==> config.mk <==
export PLATFORM = sky130hd
export DESIGN_NAME = cfbs_top
export DESIGN_NICKNAME = d
export VERILOG_FILES = /design/src/logic/cfbs_fifo.v /design/src/logic/cfbs_top.v
export VERILOG_INCLUDE_DIRS = /design/src /design/src/logic
export SDC_FILE = /design/constraint.sdc
export NUM_CORES = 1
export LEC_CHECK = 0
export BUFFER_PORTS_ARGS = -buffer_cell sky130_fd_sc_hd__clkbuf_2
export CORE_UTILIZATION = 47
export CTS_CLUSTER_DIAMETER = 80
export DETAILED_ROUTE_END_ITERATION = 6
export GPL_TIMING_DRIVEN = 0
export SETUP_SLACK_MARGIN = 0.05
export SLEW_MARGIN = 10
export SYNTH_ARGS = -nofsm -noshare
export SYNTH_HDL_FRONTEND = slang
export SYNTH_SLANG_ARGS = --single-unit
==> constraint.sdc <==
create_clock -name clk -period 10.4 [get_ports clk]
set_input_delay 0.52 -clock clk [delete_from_list [all_inputs] [get_ports clk]]
set_output_delay 0.52 -clock clk [all_outputs]
set_load 0.1 [all_outputs]
==> src/logic/cfbs_consts.vh <==
`ifndef CFBS_CONSTS_VH
`define CFBS_CONSTS_VH

// ****************************************
// Register byte offsets
// ****************************************
`define CFBS_OFF_PTR      8'h00
`define CFBS_OFF_SEL      8'h04
`define CFBS_OFF_WORD6    8'h08
`define CFBS_OFF_WORD7    8'h0C
`define CFBS_OFF_TXMASK   8'h10
`define CFBS_OFF_STATUS   8'h14

// ****************************************
// Register select codes
// ****************************************
`define CFBS_SEL_PTR      3'h0
`define CFBS_SEL_BSEL     3'h1
`define CFBS_SEL_WORD6    3'h2
`define CFBS_SEL_WORD7    3'h3
`define CFBS_SEL_TXMASK   3'h4
`define CFBS_SEL_STATUS   3'h5
`define CFBS_SEL_NONE     3'h7

// ****************************************
// Pointer fields and destinations
// ****************************************
`define CFBS_F11_LSB      12
`define CFBS_F10_LSB      8
`define CFBS_F9_LSB       4
`define CFBS_F8_LSB       0
`define CFBS_PTR_RESET    16'h0000
`define CFBS_DEST_FIFO    4'hF
`define CFBS_FILT_11      4'hB
`define CFBS_FILT_10      4'hA
`define CFBS_FILT_9       4'h9
`define CFBS_FILT_8       4'h8

// ****************************************
// Buffer word fields
// ****************************************
`define CFBS_HIT_LSB      8
`define CFBS_HIT_MSB      12
`define CFBS_NUM_BUF      15
`define CFBS_TXMASK_RESET 15'h0000

// ****************************************
// Staging word layout
// ****************************************
`define CFBS_STG_W        25
`define CFBS_STG_DEST_LSB 21
`define CFBS_STG_HIT_LSB  16
`define CFBS_STG_DEPTH    8
`define CFBS_STG_AW       3

// ****************************************
// AXI responses
// ****************************************
`define CFBS_RESP_OKAY    2'h0
`define CFBS_RESP_SLVERR  2'h2

`endif

==> src/logic/cfbs_fifo.v <==
`timescale 1ns/100ps
`default_nettype none

module cfbs_fifo #(
    parameter WIDTH = 25,
    parameter DEPTH = 8,
    parameter AW    = 3
) (
    // Clock and reset
    input  wire             clk,
    input  wire             rstn,
    // Fill side
    input  wire             in_valid,
    output reg              in_ready,
    input  wire [WIDTH-1:0] in_data,
    // Drain side
    output wire             out_valid,
    input  wire             out_ready,
    output wire [WIDTH-1:0] out_data
);

    reg [WIDTH-1:0] mem_q [0:DEPTH-1];
    reg [AW-1:0]    wr_ptr_q;
    reg [AW-1:0]    rd_ptr_q;
    reg [AW:0]      count_q;
    reg [AW:0]      count_d;
    wire            push;
    wire            pop;

    assign out_valid = (count_q != {(AW+1){1'b0}});
    assign out_data  = mem_q[rd_ptr_q];
    assign push      = in_valid & in_ready;
    assign pop       = out_valid & out_ready;

    always @*
    begin
        count_d = count_q;
        if (push & ~pop)
            count_d = count_q + 1'b1;
        else if (pop & ~push)
            count_d = count_q - 1'b1;
    end

    always @(posedge clk)
    begin
        if (push)
            mem_q[wr_ptr_q] <= in_data;
    end

    always @(posedge clk or negedge rstn)
    begin
        if (!rstn)
        begin
            wr_ptr_q <= {AW{1'b0}};
            rd_ptr_q <= {AW{1'b0}};
            count_q  <= {(AW+1){1'b0}};
            in_ready <= 1'b1;
        end
        else
        begin
            if (push)
                wr_ptr_q <= (wr_ptr_q == DEPTH[AW-1:0] - 1'b1) ? {AW{1'b0}} : wr_ptr_q + 1'b1;
            if (pop)
                rd_ptr_q <= (rd_ptr_q == DEPTH[AW-1:0] - 1'b1) ? {AW{1'b0}} : rd_ptr_q + 1'b1;
            count_q  <= count_d;
            in_ready <= (count_d != DEPTH[AW:0]);
        end
    end

endmodule // cfbs_fifo

`default_nettype wire

==> src/logic/cfbs_top.v <==
// Functional notes
// - Filter eleven frames go where bits 15-12 point; 1111 means FIFO, else buffer.
// - Filters ten, nine, eight use bits 11-8, 7-4, 3-0, same encoding.
// - Byte seven sits in bits 15:8 of word six, undefined after reset.
// - Byte six sits in bits 7:0 of word six, software read and write.
// - Received frame stores accepting filter number in hit code bits 12-8, word seven.
// - Hit code written only for receive buffers, never for transmit buffers.
// - Word seven bits 15-13 and 7-0 always read as zero.
//
// Implementation choices: the AXI4-Lite register port and the register addresses.
`timescale 1ns/100ps
`default_nettype none
`include "cfbs_consts.vh"

module cfbs_top (
    // Clock and reset
    input  wire        clk,
    input  wire        rstn,
    // AXI4-Lite write address
    input  wire [7:0]  s_axi_awaddr,
    input  wire        s_axi_awvalid,
    output reg         s_axi_awready,
    // AXI4-Lite write data
    input  wire [31:0] s_axi_wdata,
    input  wire [3:0]  s_axi_wstrb,
    input  wire        s_axi_wvalid,
    output reg         s_axi_wready,
    // AXI4-Lite write response
    output reg  [1:0]  s_axi_bresp,
    output reg         s_axi_bvalid,
    input  wire        s_axi_bready,
    // AXI4-Lite read address
    input  wire [7:0]  s_axi_araddr,
    input  wire        s_axi_arvalid,
    output reg         s_axi_arready,
    // AXI4-Lite read data
    output reg  [31:0] s_axi_rdata,
    output reg  [1:0]  s_axi_rresp,
    output reg         s_axi_rvalid,
    input  wire        s_axi_rready,
    // Accepted frame input
    input  wire        frame_valid,
    output wire        frame_ready,
    input  wire [3:0]  frame_filter,
    input  wire [7:0]  frame_byte6,
    input  wire [7:0]  frame_byte7,
    // Receive FIFO output
    output reg         rxq_valid,
    input  wire        rxq_ready,
    output reg  [4:0]  rxq_hit,
    output reg  [15:0] rxq_bytes
);

    // ****************************************
    // Declarations
    // ****************************************
    reg  [15:0]              ptr_q;
    reg  [3:0]               bsel_q;
    reg  [`CFBS_NUM_BUF-1:0] txmask_q;
    reg  [15:0]              word6_q [0:`CFBS_NUM_BUF-1];
    reg  [4:0]               hit_q   [0:`CFBS_NUM_BUF-1];
    reg                      aw_got_q;
    reg                      w_got_q;
    reg  [7:0]               awaddr_q;
    reg  [31:0]              wdata_q;
    reg  [3:0]               wstrb_q;
    wire                     do_wr;
    wire [2:0]               wr_sel;
    wire [2:0]               rd_sel;
    wire                     bsel_ok;
    reg  [31:0]              rd_word;
    wire [3:0]               acc_dest;
    wire [`CFBS_STG_W-1:0]   stg_in;
    wire                     stg_valid;
    wire                     stg_ready;
    wire [`CFBS_STG_W-1:0]   stg_out;
    wire [3:0]               stg_dest;
    wire [4:0]               stg_hit;
    wire [15:0]              stg_bytes;
    wire                     drain_ok;
    wire                     to_fifo;
    reg                      frame_ready_q;

    // ****************************************
    // Helper functions
    // ****************************************
    function [2:0] cfbs_decode;
        input [7:0] addr;
        begin
            case ({addr[7:2], 2'b00})
                `CFBS_OFF_PTR:    cfbs_decode = `CFBS_SEL_PTR;
                `CFBS_OFF_SEL:    cfbs_decode = `CFBS_SEL_BSEL;
                `CFBS_OFF_WORD6:  cfbs_decode = `CFBS_SEL_WORD6;
                `CFBS_OFF_WORD7:  cfbs_decode = `CFBS_SEL_WORD7;
                `CFBS_OFF_TXMASK: cfbs_decode = `CFBS_SEL_TXMASK;
                `CFBS_OFF_STATUS: cfbs_decode = `CFBS_SEL_STATUS;
                default:          cfbs_decode = `CFBS_SEL_NONE;
            endcase
        end
    endfunction

    // Destination for a filter from the pointer fields
    function [3:0] cfbs_dest;
        input [3:0]  filt;
        input [15:0] ptr;
        begin
            case (filt)
                `CFBS_FILT_11: cfbs_dest = ptr[`CFBS_F11_LSB +: 4];
                `CFBS_FILT_10: cfbs_dest = ptr[`CFBS_F10_LSB +: 4];
                `CFBS_FILT_9:  cfbs_dest = ptr[`CFBS_F9_LSB +: 4];
                `CFBS_FILT_8:  cfbs_dest = ptr[`CFBS_F8_LSB +: 4];
                default:       cfbs_dest = `CFBS_DEST_FIFO;
            endcase
        end
    endfunction

    // ****************************************
    // Frame staging
    // ****************************************
    // Destination fixed when the frame is accepted
    assign acc_dest    = cfbs_dest(frame_filter, ptr_q);
    assign stg_in      = {acc_dest, 1'b0, frame_filter, frame_byte7, frame_byte6};
    assign frame_ready = stg_ready;

    cfbs_fifo #(
        .WIDTH (`CFBS_STG_W),
        .DEPTH (`CFBS_STG_DEPTH),
        .AW    (`CFBS_STG_AW)
    ) u_stage (
        .clk       (clk),
        .rstn      (rstn),
        .in_valid  (frame_valid),
        .in_ready  (stg_ready),
        .in_data   (stg_in),
        .out_valid (stg_valid),
        .out_ready (drain_ok),
        .out_data  (stg_out)
    );

    assign stg_dest  = stg_out[`CFBS_STG_DEST_LSB +: 4];
    assign stg_hit   = stg_out[`CFBS_STG_HIT_LSB +: 5];
    assign stg_bytes = stg_out[15:0];
    assign to_fifo   = (stg_dest == `CFBS_DEST_FIFO);

    // Register writes take the buffers first
    assign drain_ok = stg_valid & ~do_wr & (~to_fifo | ~rxq_valid | rxq_ready);

    // ****************************************
    // Buffer storage
    // ****************************************
    assign wr_sel  = cfbs_decode(awaddr_q);
    assign bsel_ok = (bsel_q != `CFBS_DEST_FIFO);

    always @(posedge clk)
    begin
        if (drain_ok & ~to_fifo)
        begin
            word6_q[stg_dest] <= stg_bytes;
            if (~txmask_q[stg_dest])
                hit_q[stg_dest] <= stg_hit;
        end
        else if (do_wr & bsel_ok)
        begin
            if (wr_sel == `CFBS_SEL_WORD6)
            begin
                if (wstrb_q[0])
                    word6_q[bsel_q][7:0] <= wdata_q[7:0];
                if (wstrb_q[1])
                    word6_q[bsel_q][15:8] <= wdata_q[15:8];
            end
            if ((wr_sel == `CFBS_SEL_WORD7) & wstrb_q[1])
                hit_q[bsel_q] <= wdata_q[`CFBS_HIT_MSB:`CFBS_HIT_LSB];
        end
    end

    // ****************************************
    // Receive FIFO output
    // ****************************************
    always @(posedge clk or negedge rstn)
    begin
        if (!rstn)
        begin
            rxq_valid <= 1'b0;
            rxq_hit   <= 5'h00;
            rxq_bytes <= 16'h0000;
        end
        else
        begin
            if (drain_ok & to_fifo)
            begin
                rxq_valid <= 1'b1;
                rxq_hit   <= stg_hit;
                rxq_bytes <= stg_bytes;
            end
            else if (rxq_ready)
                rxq_valid <= 1'b0;
        end
    end

    // ****************************************
    // AXI4-Lite write path
    // ****************************************
    assign do_wr = aw_got_q & w_got_q & ~s_axi_bvalid;

    always @(posedge clk or negedge rstn)
    begin
        if (!rstn)
        begin
            s_axi_awready <= 1'b1;
            s_axi_wready  <= 1'b1;
            s_axi_bvalid  <= 1'b0;
            s_axi_bresp   <= `CFBS_RESP_OKAY;
            aw_got_q      <= 1'b0;
            w_got_q       <= 1'b0;
            awaddr_q      <= 8'h00;
            wdata_q       <= 32'h00000000;
            wstrb_q       <= 4'h0;
        end
        else
        begin
            if (s_axi_awvalid & s_axi_awready)
            begin
                awaddr_q      <= s_axi_awaddr;
                aw_got_q      <= 1'b1;
                s_axi_awready <= 1'b0;
            end
            if (s_axi_wvalid & s_axi_wready)
            begin
                wdata_q      <= s_axi_wdata;
                wstrb_q      <= s_axi_wstrb;
                w_got_q      <= 1'b1;
                s_axi_wready <= 1'b0;
            end
            if (do_wr)
            begin
                aw_got_q     <= 1'b0;
                w_got_q      <= 1'b0;
                s_axi_bvalid <= 1'b1;
                s_axi_bresp  <= (wr_sel == `CFBS_SEL_NONE) ? `CFBS_RESP_SLVERR
                                                           : `CFBS_RESP_OKAY;
            end
            if (s_axi_bvalid & s_axi_bready)
            begin
                s_axi_bvalid  <= 1'b0;
                s_axi_awready <= 1'b1;
                s_axi_wready  <= 1'b1;
            end
        end
    end

    // ****************************************
    // Control registers
    // ****************************************
    always @(posedge clk or negedge rstn)
    begin
        if (!rstn)
        begin
            ptr_q    <= `CFBS_PTR_RESET;
            bsel_q   <= 4'h0;
            txmask_q <= `CFBS_TXMASK_RESET;
        end
        else if (do_wr)
        begin
            case (wr_sel)
                `CFBS_SEL_PTR:
                begin
                    // New pointer only steers frames accepted later
                    if (wstrb_q[0])
                        ptr_q[7:0] <= wdata_q[7:0];
                    if (wstrb_q[1])
                        ptr_q[15:8] <= wdata_q[15:8];
                end
                `CFBS_SEL_BSEL:
                begin
                    if (wstrb_q[0])
                        bsel_q <= wdata_q[3:0];
                end
                `CFBS_SEL_TXMASK:
                begin
                    if (wstrb_q[0])
                        txmask_q[7:0] <= wdata_q[7:0];
                    if (wstrb_q[1])
                        txmask_q[14:8] <= wdata_q[14:8];
                end
                default:
                begin
                    ptr_q <= ptr_q;
                end
            endcase
        end
    end

    // ****************************************
    // AXI4-Lite read path
    // ****************************************
    assign rd_sel = cfbs_decode(s_axi_araddr);

    always @*
    begin
        rd_word = 32'h00000000;
        case (rd_sel)
            `CFBS_SEL_PTR:
                rd_word[15:0] = ptr_q;
            `CFBS_SEL_BSEL:
                rd_word[3:0] = bsel_q;
            `CFBS_SEL_WORD6:
                if (bsel_ok)
                    rd_word[15:0] = word6_q[bsel_q];
            `CFBS_SEL_WORD7:
                if (bsel_ok)
                    rd_word[`CFBS_HIT_MSB:`CFBS_HIT_LSB] = hit_q[bsel_q];
            `CFBS_SEL_TXMASK:
                rd_word[`CFBS_NUM_BUF-1:0] = txmask_q;
            `CFBS_SEL_STATUS:
                rd_word[2:0] = {rxq_valid, ~stg_ready, stg_valid};
            default:
                rd_word = 32'h00000000;
        endcase
    end

    always @(posedge clk or negedge rstn)
    begin
        if (!rstn)
        begin
            s_axi_arready <= 1'b1;
            s_axi_rvalid  <= 1'b0;
            s_axi_rdata   <= 32'h00000000;
            s_axi_rresp   <= `CFBS_RESP_OKAY;
        end
        else
        begin
            if (s_axi_arvalid & s_axi_arready)
            begin
                s_axi_arready <= 1'b0;
                s_axi_rvalid  <= 1'b1;
                s_axi_rdata   <= rd_word;
                s_axi_rresp   <= (rd_sel == `CFBS_SEL_NONE) ? `CFBS_RESP_SLVERR
                                                            : `CFBS_RESP_OKAY;
            end
            else if (s_axi_rvalid & s_axi_rready)
            begin
                s_axi_rvalid  <= 1'b0;
                s_axi_arready <= 1'b1;
            end
        end
    end

endmodule // cfbs_top

`default_nettype wire

---- Yosys cells after proc, flatten, opt, wreduce, memory -nomap -nowiden ----
Memories as Yosys holds them, arrays and structs flattened.
Cells that the tools add are included.
storage, ports and cells
  flip-flop bits (word level) ............. 121
  RAM bits ................................ 507
  input port bits ......................... 81
  output and inout bits ................... 64
  logic and storage cells ................. 170
  memories ................................ 3
memories
  name           words  width  read ports  clocked after Yosys merged registers in  write ports  line            RTL
  word6_q        15     16     1           0                                        1            cfbs_top.v:60   reg [15:0] word6_q [0:`CFBS_NUM_BUF-1];
  u_stage.mem_q  8      24     1           0                                        1            cfbs_fifo.v:22  reg [WIDTH-1:0] mem_q [0:DEPTH-1];
  hit_q          15     5      1           0                                        1            cfbs_top.v:61   reg [4:0] hit_q [0:`CFBS_NUM_BUF-1];
operators by class
  add/sub/neg operators ................... 4
  $lt $le $gt $ge ......................... 1
  equality and inequality tests ........... 30
  muxes and demuxes ....................... 62
  bitwise operators ....................... 26
  reductions and logical operators ........ 19
operators by type and width
  cell                                                                   number
  1-bit 2-to-1 mux                                                       39
  3-bit one-hot mux with 6 select lines                                  2
  16-bit 2-to-1 mux                                                      2
  6-bit by 2-bit equality test with 1-bit output, second input constant  4
  6-bit by 3-bit equality test with 1-bit output, second input constant  4
  3-bit equality test, second input constant                             7
  4-bit equality test, second input constant                             5
  5-bit one-hot mux with 4 select lines                                  1
  1-bit AND                                                              17
  4-bit 2-to-1 mux                                                       4
  4-bit one-hot mux with 4 select lines                                  1
  16-bit OR reduction                                                    1
  3-bit one-hot mux with 5 select lines                                  1
  3-bit AND reduction                                                    5
  2-bit nonzero test                                                     7
  3-bit by 2-bit equality test with 1-bit output, second input constant  4
  6-bit by 1-bit equality test with 1-bit output, second input constant  2
  6-bit zero test                                                        2
  4-bit one-hot mux with 3 select lines                                  1
  5-bit 2-to-1 mux                                                       2
  4-bit inequality test, second input constant                           2
  1-bit NOT                                                              7
  3-bit by 1-bit adder with 3-bit output, second input constant          2
  3-bit by 1-bit equality test with 1-bit output, second input constant  2
  other kinds (13)                                                       18

---- Depth between registers and ports, before layout ----
Gate-level depths: netlist of the first run.
An unclocked memory read counts as a cell.
  depth after elaboration ................. 11
  mapped depth ............................ 10
  gate-level depth less buffers ........... 8

---- Cells and area by module ----
A second synthesis of the first run with hierarchy kept.
second synthesis, totals
  cell total of the unflattened synthesis .. 1438
  area, all modules ....................... 25909.8 um^2
modules (own cells, without submodules)
  module     instances  cells each  area an instance (um^2)  seq. area each (um^2)
  cfbs_top   1          1073        17700.7                  12115.4
  cfbs_fifo  1          365         8209.1                   6282.3

---- Worst setup path after synthesis of the first run ----
Ideal clock, no wire load.
  path type ............................... reg-to-reg
  start point ............................. register u_stage.in_ready
  end point ............................... memory u_stage.mem_q[0][0] (netlist name), enable pin
  setup time .............................. 466 ps
  arrival ................................. 3524 ps
  data required time ...................... 9934 ps
  path slack .............................. 6411 ps
  stages on the path, launching flop included .. 4
  path buffers ............................ 1
  period minus slack after synthesis ...... 3989 ps
  cell sequence ........................... dfstp_2 -> nand2_1 -> clkbuf_1 -> nor4_1
on the way
  cells in the longest elaborated chain, start to end .. 3
ends and longest elaborated chain
  item                                    line            RTL
  start, declared                         cfbs_fifo.v:14  output reg in_ready,
  start signal, assigned                  cfbs_fifo.v:66  in_ready <= (count_d != DEPTH[AW:0]);
  1-bit AND                               cfbs_fifo.v:32  assign push = in_valid & in_ready;
  1-bit 2-to-1 mux                        cfbs_fifo.v:46  if (push)
  1-bit 2-to-1 mux (implied by the code)  cfbs_fifo.v:47  mem_q[wr_ptr_q] <= in_data;
  end, declared                           cfbs_fifo.v:22
Every way passes these cells.

---- Worst setup path in the final report of the first run ----
  start point ............................. register u_stage.rd_ptr_q[2]
  end point ............................... memory word6_q[8][11], enable pin
on the way
  cells in the longest elaborated chain, start to end .. 11
  elaborated cells between the ends (all ways) .. 16
  classes of those cells .................. 1 x eq/ne; 8 x mux; 5 x bitwise; 1 x reduce/logical; 1 x memory
ends and longest elaborated chain
  item                                                                          line                            RTL
  start, declared                                                               cfbs_fifo.v:24                  reg [AW-1:0] rd_ptr_q;
  start signal, assigned                                                        cfbs_fifo.v:55                  rd_ptr_q <= {AW{1'b0}};
  start signal, assigned                                                        cfbs_fifo.v:64                  rd_ptr_q <= (rd_ptr_q == DEPTH[AW-1:0] - 1'b1) ? {AW{1'b0}} : rd_ptr_q + 1'b1;
  memory 8 x 24 bit *                                                           n/a
  4-bit equality test (no source line)                                          n/a
  1-bit NOT                                                                     cfbs_top.v:146, cfbs_top.v:156
  1-bit bitwise OR (2 in a row)                                                 cfbs_top.v:146                  assign drain_ok = stg_valid & ~do_wr & (~to_fifo | ~rxq_valid | rxq_ready);
  1-bit AND                                                                     cfbs_top.v:146
  1-bit AND                                                                     cfbs_top.v:156                  if (drain_ok & ~to_fifo)
  1-bit 2-to-1 mux                                                              cfbs_top.v:156
  1-bit 2-to-1 mux, on equally long branches                                    cfbs_top.v:167, cfbs_top.v:169
  16-bit OR reduction (no source line)                                          n/a
  4-bit 2-to-1 mux (no source line) / 2-bit 2-to-1 mux (equally long branches)  n/a
  end, declared                                                                 cfbs_top.v:60
Every way passes the cells marked *; elsewhere a longest branch is shown, timed or not.

==> metrics.txt, run 1 <==
mux share of post-synthesis cell area=0.194; DP Area=27,000 µm²; Post-Synth Adder-Cell Area=0.00376; placed cell count=2,171; DRT iter0 DRCs=1,303; RSZ-0062 raised after global routing=false; HP Class=in -> reg; nets=1,641; Tcrit/Tclk final=0.426; Initial Utilization=0.479; Layout area overhead=15.8%; most frequent cells in the layout=edfxtp_1 (507), mux4_2 (134), mux2_2 (127), dfrtp_1 (112), clkbuf_2 (101); final setup vio count=0; routed len/inst=26.7 µm; Main synth FF type=edfxtp_1; fin worst setup slack=5.97 ns; final instance area=29,300 µm²; RePlAce Congestion=0.842; Post-Synth Simple-Gate Area=0.0403; failing checks=design-rule violations; mapped cell area=25,300 µm²; I/O pin total=145; die height=234 µm; clock tree buffer depth=3; worst skew pair latency=0.60 ns; diode count=0; met3 wire length=3780 µm; vias in the first global route=13,400; number of synthesized flops with an enable pin=507; Lkg Pwr=10.1 nW; antenna violations before repair=1; core area=52,900 µm²; commonest non-fill, non-tap cell in the layout=edfxtp_1; DRC Markers=11; met2 wire len=28,800 µm; Compound-Gate Fraction of Synth Area=0.0265; post-synthesis xor/xnor area fraction=0.00138; ys async rst share=0.186; MaxCap Viol Count=0; via/cell ratio=5.84; clock root buffer master=clkbuf_16; IO buf count=102; TritonCTS clock tree=done; Rel. slew slack=0.203; Max stage delay on crit path=0.95 ns; Routed WL=61,400 µm; largest area contributor in the netlist=edfxtp_1; Final min period=4.43 ns; Yosys warning count=0; Final ANT Viol Nets=0; htree depth=3; worst endpoint required time=10.61 ns; die area=54,800 µm²; WS Path Type=reg -> reg; Syn Area/Cell=18.8 µm²; Pwr Density=326 nW/µm²; Total Routing Usage GR=0.231; status=finished with violations; first drt pass iteration count=7; Setup crit end kind=register; first-pass GRT wire length=89,300 µm; Least-Margin Pin Slew=1.19 ns; TritonCTS Buffers=68; Arr. time, crit path=4.64 ns; Post-Layout Cell Count=2,297; CP Max Fanout=10; Fillers=4,075; proportion of layout cells with a drive suffix above 1=0.336; CP startpoint kind=register; dpl ws=6.02 ns; #FFs+latches synth=623; final setup TNS=0 ns; worst-path cell chain=clkbuf_1, mux4_2, mux2i_1, nor2_1, and3_1, o32ai_1, nand3b_1, nor2_1; synth unique cells=58; Sink Count=623; max frequency=226 MHz; final hold violation count=0; most used cell, CP=nor2_1; clock transition at the registers of the reported paths=0.06 ns; most area-consuming cells after synthesis=edfxtp_1 (60%), mux4_2 (12%), dfrtp_1 (11%); Critical Path Slowest Stage Cell=nor2_1; Setup Skew=0.0177 ns; Synth Instances=1,343; total gr overflow=0; register area share after synthesis=0.717; Die W=234 µm; row cnt=84; Metal-1 WL=27,400 µm; dominant combinational cell family by area after synthesis=multiplexers; Synth top area share=0.602; largest net degree at the start of global routing=99; Worst VDD drop=405 µV; Max Used Layer=met5; dpl hpwl=43,000 µm; fin. max-slew vios=0; DR vias=13,400
==> flip-flops by register name, summed over array words and instances (netlist names), 2 cells and up <==
register	cells
word6_q	240
u_stage.mem_q	192
hit_q	75
ptr_q	16
rxq_bytes	16
s_axi_rdata	16
wdata_q	16
txmask_q	15
awaddr_q	6
bsel_q	4
rxq_hit	4
u_stage.count_q	4
u_stage.rd_ptr_q	3
u_stage.wr_ptr_q	3
wstrb_q	2
==> final timing paths <==
check / startpoint / endpoint / slack (ns) / cells after the start
max: u_stage.rd_ptr_q[2] / word6_q[8][11] / 5.97 / 8
min: s_axi_awvalid / s_axi_awready / 0.11 / 2
max reg2reg: u_stage.rd_ptr_q[2] / word6_q[8][11] / 5.97 / 8
min reg2reg: s_axi_rdata[9] / s_axi_rdata[9] / 0.49 / 1
max in group asynchronous: rstn / wdata_q[3] / 9.25 / 3
min in group asynchronous: rstn / u_stage.count_q[0] / 0.37 / 2
==> worst max-delay path, delay by kind of cell (launching register included) <==
family                 cells  cell delay [ns]
multiplexers               2             0.79
AND/OR/NAND/NOR            4             1.72
AO/OA/AOI/OAI              1             0.60
flip-flops                 1             0.44
buffers and inverters      1             0.48
==> cells in the mapped netlist, types with 4 or more instances <==
| library cell | n |
|---|---|
| nor2b_1 | 12 |
| ha_1 | 6 |
| a21oi_1 | 15 |
| mux2i_1 | 39 |
| nand2_1 | 60 |
| nor3b_1 | 4 |
| a21o_1 | 4 |
| a22oi_1 | 5 |
| mux2_2 | 127 |
| nor3_1 | 14 |
| nor2_1 | 53 |
| nand2b_1 | 13 |
| nand3_1 | 21 |
| buf_4 | 19 |
| inv_1 | 11 |
| mux4_2 | 134 |
| nand3b_1 | 6 |
| a222oi_1 | 8 |
| o21ai_0 | 52 |
| a221o_1 | 4 |
| buf_1 | 12 |
| and2_1 | 4 |
| buf_2 | 13 |
| dfstp_2 | 4 |
| nor4_1 | 4 |
| dfrtp_1 | 112 |
| clkbuf_1 | 36 |
| edfxtp_1 | 507 |
==> where the power goes <==
group,switching (mW),internal (mW)
logic,2.11,1.04
clock network,0.978,1.47
registers,0.280,3.69
==> repair_timing <==
item                      in CTS  in global routing
hold endpoints to repair      18                  0
hold buffers                   1                  0
resized for setup              0                  0
setup buffers                  0                  0
==> layout make-up <==
class                           count  area (µm²)  share of cell area
Tap cell                          688         861              0.0294
Clock buffer                       93        1880              0.0641
Clock inverter                     32         385              0.0131
Timing Repair Buffer              123         764              0.0261
Sequential cell                   623       18100               0.619
Buffer                             81         399              0.0136
Multi-Input combinational cell    646        6850               0.234
Inverter                           11        41.3             0.00141
==> per-layer routing <==
| metal | track usage | vias to the layer above |
|---|---|---|
| li1 | - | 5772 |
| met3 | 0.0483 | 103 |
| met2 | 0.356 | 435 |
| met1 | 0.333 | 7110 |
| met4 | 0.0657 | 2 |
| met5 | 0 | - |
==> metrics by stage <==
stage | utilization | total power, mW | hold WS (ns)
6_report | 0.554 | 9.56 | 0.111
4_1_cts | 0.554 | 9.63 | 0.0799
3_3_place_gp | 0.506 | 7.07 | 0.464
3_5_place_dp | 0.511 | 7.18 | 0.416
5_1_grt | 0.554 | 9.94 | 0.0942
2_1_floorplan | - | 6.06 | 0.224
==> cell families (layout without fill, tap and decap cells) <==
kind of cell | Yosys count | count (layout)
fa+ha+maj | 8 | 8
mux | 303 | 303
simple gates | 209 | 209
compound gates | 103 | 103
other cells | 1 | 19
flops | 623 | 623
buf+inv | 92 | 340
xor+xnor | 4 | 4
Note: power is estimated with default switching activity, not from simulation.
==> inputs of run 2 (changes only) <==
PLACE_DENSITY = 0.67   (was default)
clock period = 3.6 ns   (was 10.4 ns; I/O delays follow)
==> metrics.txt, run 2 (synthesis results as in run 1) <==
final hold violation count=0; grt met2 use=0.380; via/cell ratio=5.81; row cnt=84; clock tree buffer depth=3; Total Routing Usage GR=0.233; Max stage delay on crit path=0.51 ns; Hold Crit Start=frame_filter[0]; final setup vio count=0; FF-to-FF path depth=11; GRT Max-Usage Layer=met2; Int Pwr=18.2 mW; worst endpoint required time=3.94 ns; IO buf count=102; Lkg Pwr=10.6 nW; HP Class=in -> reg; total gr overflow=0; commonest non-fill, non-tap cell in the layout=edfxtp_1; Flop pwr share=0.403; multi-input logic area=7300 µm²; biggest regs=word6_q: 240 flops, u_stage.mem_q: 192 flops, hit_q: 75 flops; Layout area overhead=21.2%; Setup crit end kind=register; clock transition at the registers of the reported paths=0.06 ns; GR Layer Usage met3=0.0462; switching power=10.4 mW; Worst VDD drop=517 µV; first-pass GRT wire length=91,300 µm; die area=54,800 µm²; TritonCTS clock tree=done; status=finished with violations; Final Util=0.580; htree depth=2; met1 GRT Util=0.313; worst r2r src=awaddr_q[7]; Arr. time, crit path=3.91 ns; Initial Utilization=0.479; Least-Margin Pin Slew=1.01 ns; core area=52,900 µm²; I/O pin total=145; Tcrit/Tclk final=0.991; failing checks=design-rule violations; RSZ-0062 raised after global routing=true; Power Total=28.5 mW; Sink Count=623; Top reg by flops=word6_q; MaxCap Viol Count=0; delay-heaviest family, CP=simple AND/OR/NAND/NOR gates; worst skew pair latency=0.64 ns; Min-Delay Endpoint=u_stage.mem_q[2][16]; combinational group share of total power=0.377; antenna violations before repair=0; die height=234 µm; dpl hpwl=42,700 µm; nets=1,731; CP Max Fanout=8; Buf/Inv on CP=4; sequential cell area=18,100 µm²; Fillers=3,854; Critical Path Slowest Stage Cell=or4_4; proportion of layout cells with a drive suffix above 1=0.382; Pwr Density=931 nW/µm²; CP startpoint kind=register; RePlAce Congestion=0.929; first drt pass iteration count=7; worst-path cell chain=or3_4, or2_1, or4_4, or3_4, buf_6, buf_12, mux2i_4, buf_6, nand3_4, nor2_4, buf_12; Routed WL=62,100 µm; routed len/inst=26.0 µm; DR vias=13,800; most frequent cells in the layout=edfxtp_1 (507), mux4_2 (134), mux2_2 (127), clkbuf_2 (112), dfrtp_1 (112); DRC Markers=13; max frequency=280 MHz; RR Endpoint=word6_q[3][15]; Rel. slew slack=0.328; r2r setup slk=0.03 ns; vias in the first global route=14,200; clock share of power=0.220; Die W=234 µm; Final min period=3.57 ns; Hold Path Depth=1; DRT iter0 DRCs=1,358; Setup Skew=0.0219 ns; Final ANT Viol Nets=0; largest net degree at the start of global routing=67; TritonCTS Buffers=61; WS Path Type=reg -> reg; clock root buffer master=clkbuf_16; fin. max-slew vios=0; Sw Share=0.363; diode count=0; max reg flops=240
==> run 2: layer usage <==
metal	up-vias	routed length (µm)
met5	-	0
met4	0	2090
met3	121	4610
met2	567	30200
met1	7201	25200
li1	5960	-
==> run 2: layout make-up <==
class / count / area share
sequential: 623 / 0.591
multi-input combinational: 646 / 0.238
timing repair buffer: 221 / 0.0620
clock buffer: 81 / 0.0546
tap: 688 / 0.0281
buffer: 80 / 0.0151
clock inverter: 35 / 0.00959
inverter: 11 / 0.00135
==> run 2: worst register-to-register path, delay by kind of cell, from the launching register on <==
| kind | cells | cell delay, ns |
|---|---|---|
| DFF | 1 | 0.37 |
| and+or+nand+nor | 6 | 1.94 |
| buffers and inverters | 4 | 0.60 |
| muxes | 1 | 0.38 |
==> run 2: power by group through the flow <==
stage	clock (mW)	combinational, mW	sequential [mW]
finish	6.28	10.8	11.5
CTS	6.35	10.2	11.5
global route	6.60	11.4	11.6
detailed placement	0	9.09	11.6
floorplan	0	5.21	12.3
global placement	0	8.74	11.5
==> run 2: worst max-delay path by stage <==
stage                        start                   to  slack, ns  depth (start not counted)
2_1_floorplan     u_stage.in_ready  u_stage.mem_q[1][0]        0.1                          4
3_3_place_gp      u_stage.in_ready  u_stage.mem_q[1][5]      -1.36                          4
3_5_place_dp   u_stage.rd_ptr_q[2]       word6_q[13][6]      -0.58                          8
4_1_cts        u_stage.rd_ptr_q[1]         hit_q[14][4]      -0.07                          9
5_1_grt                awaddr_q[7]       word6_q[13][6]      -0.02                         10
6_report               awaddr_q[7]       word6_q[3][15]       0.03                         11
==> run 2: what timing repair did <==
action / CTS / global route
resized for setup: 106 / 46
pin swaps: 23 / 14
hold buffers: 55 / 0
buffers inserted: 32 / 14
cloned: 0 / 0
endpoints found under the hold margin: 304 / 0
endpoints found under the setup margin: 347 / 546
==> run 2: through the flow <==
step	setup slack, ns	hold slack (ns)	TNS (ns)	cell area (µm²)	cells
2_1_floorplan	0.0958	-0.116	0	25400	1361
3_3_place_gp	-1.36	0.365	-247.85	26700	2151
3_5_place_dp	-0.581	0.168	-133.23	27000	2169
4_1_cts	-0.0677	0.00468	-0.379	30400	2372
5_1_grt	-0.0165	0.0431	-0.232	30700	2385
6_report	0.0324	0.0337	0	30700	2385
==> inputs of run 3 (changes only) <==
CORE_MARGIN = 2   (was default)
SKIP_CTS_REPAIR_TIMING = 1   (was default)
==> metrics.txt, run 3 (synthesis results as in run 1) <==
status=finished with violations; failing checks=negative setup slack; row cnt=85; Routed WL=62,900 µm; r2r setup slk=-0.11 ns; commonest non-fill, non-tap cell in the layout=edfxtp_1; Sink Count=623; CP startpoint kind=register; Min-Delay Endpoint=u_stage.count_q[1]; Final min period=3.71 ns; worst-path cell chain=or3_4, or2_1, or4_4, or3_4, buf_6, buf_12, mux2i_4, nand3_2, nor2_4; grt met2 use=0.358; total gr overflow=0; final hold violation count=0; GR Layer Usage met3=0.0322; RePlAce Congestion=0.879; Max stage delay on crit path=0.56 ns; Pwr Density=928 nW/µm²; worst skew pair latency=0.64 ns; htree depth=2; clock transition at the registers of the reported paths=0.07 ns; largest net degree at the start of global routing=66; Worst VDD drop=459 µV; fin worst setup slack=-0.108 ns; dpl ws=-0.735 ns; met1 GRT Util=0.315; Setup Skew=0.0257 ns; Arr. time, crit path=3.99 ns; CP Max Fanout=8; Initial Utilization=0.473; first-pass GRT wire length=90,000 µm; DRT iter0 DRCs=1,624; MaxCap Viol Count=0; Fillers=3,942; nets=1,715; via/cell ratio=5.88; max frequency=270 MHz; dpl hpwl=43,100 µm; biggest regs=word6_q: 240 flops, u_stage.mem_q: 192 flops, hit_q: 75 flops; Setup crit end kind=register; die area=55,700 µm²; WS Path Type=reg -> reg; Lkg Pwr=10.5 nW; worst endpoint required time=3.88 ns; Power Total=28.4 mW; fin. max-slew vios=0; GRT Max-Usage Layer=met2; clock root buffer master=clkbuf_16; routed len/inst=26.4 µm; DRC Markers=0; IO buf count=102; Least-Margin Pin Slew=1.01 ns; max reg flops=240; Hold Path Depth=4; first drt pass iteration count=7; vias in the first global route=13,700; DR vias=14,000; placed cell count=2,177; proportion of layout cells with a drive suffix above 1=0.378; core area=53,500 µm²; Top reg by flops=word6_q; die height=236 µm; Final ANT Viol Nets=0; WHS=0.0207 ns; antenna violations before repair=1; Critical Path Slowest Stage Cell=or4_4; Layout area overhead=20.8%; RR Endpoint=word6_q[2][13]; worst r2r src=awaddr_q[6]; Die W=236 µm; Total Routing Usage GR=0.221; FF-to-FF path depth=9; clock tree buffer depth=3; Hold Crit Start=frame_valid; RSZ-0062 raised after global routing=true; HP Class=in -> reg; Rel. slew slack=0.329; TritonCTS Buffers=61; final setup vio count=61; Tcrit/Tclk final=1.03; most frequent cells in the layout=edfxtp_1 (507), mux4_2 (134), mux2_2 (127), clkbuf_2 (116), dfrtp_1 (111); Post-Layout Cell Count=2,378; TritonCTS clock tree=done; most used cell, CP=or3_4; I/O pin total=145
## run 3: cell count changes in the layout (fill, tap and decap cells not counted), moves of 3 or more
cell	delta
nor2_4	-4
clkdlybuf4s15_2	-3
buf_4	-10
buf_12	+6
clkbuf_2	+4
buf_6	-10
clkinv_1	-3
## run 3: power breakdown
part           internal [mW]  switching [mW]  leakage, nW
Sequential              10.6           0.869         6.09
Combinational           3.75            6.73         3.48
Clock                   3.67            2.72        0.981
Total                   18.1            10.3         10.5
## run 3: area by class of cell
| class | instances | area [µm²] | area share |
|---|---|---|---|
| diodes | 1 | 2.50 | 0.0000819 |
| plain buffers | 79 | 438 | 0.0143 |
| clock buffers | 84 | 1710 | 0.0558 |
| clock inverters | 32 | 307 | 0.0100 |
| inverters | 11 | 41.3 | 0.00135 |
| multi-input cells | 646 | 7260 | 0.237 |
| flip-flops and latches | 623 | 18100 | 0.593 |
| well taps | 696 | 871 | 0.0285 |
| repair buffers | 206 | 1810 | 0.0591 |
## run 3: metal layers
metal | share of wire | routed length (µm) | vias to the layer above
met5 | 0 | 0 | -
met4 | 0.026 | 1640 | 0
met3 | 0.067 | 4210 | 106
met2 | 0.49 | 30900 | 546
met1 | 0.41 | 26100 | 7378
li1 | - | - | 5944
## run 3: stage by stage
stage          setup TNS, ns  utilization  cell area, µm²
5_1_grt               -11.25        0.571           30600
3_3_place_gp         -277.44        0.500           26800
3_5_place_dp         -148.62        0.505           27000
2_1_floorplan              0            -           25400
6_report               -2.57        0.571           30600
4_1_cts              -155.14        0.543           29000
## run 3: how the worst max path moves through the flow
stage                     start                  end  slack [ns]  cells past startpoint
6_report            awaddr_q[6]       word6_q[2][13]       -0.11                      9
5_1_grt             awaddr_q[6]       word6_q[2][13]       -0.18                      9
4_1_cts               bsel_q[0]       word6_q[1][15]       -0.76                      8
3_5_place_dp          bsel_q[0]       word6_q[1][12]       -0.73                      8
3_3_place_gp   u_stage.in_ready  u_stage.mem_q[1][7]       -1.41                      4
2_1_floorplan  u_stage.in_ready  u_stage.mem_q[1][0]         0.1                      4
## run 3: critical path, delay by kind of cell (launching register included)
kind	cells	cell delay [ns]
flops	1	0.37
simple gates	6	2.32
buf+inv	2	0.27
mux	1	0.38
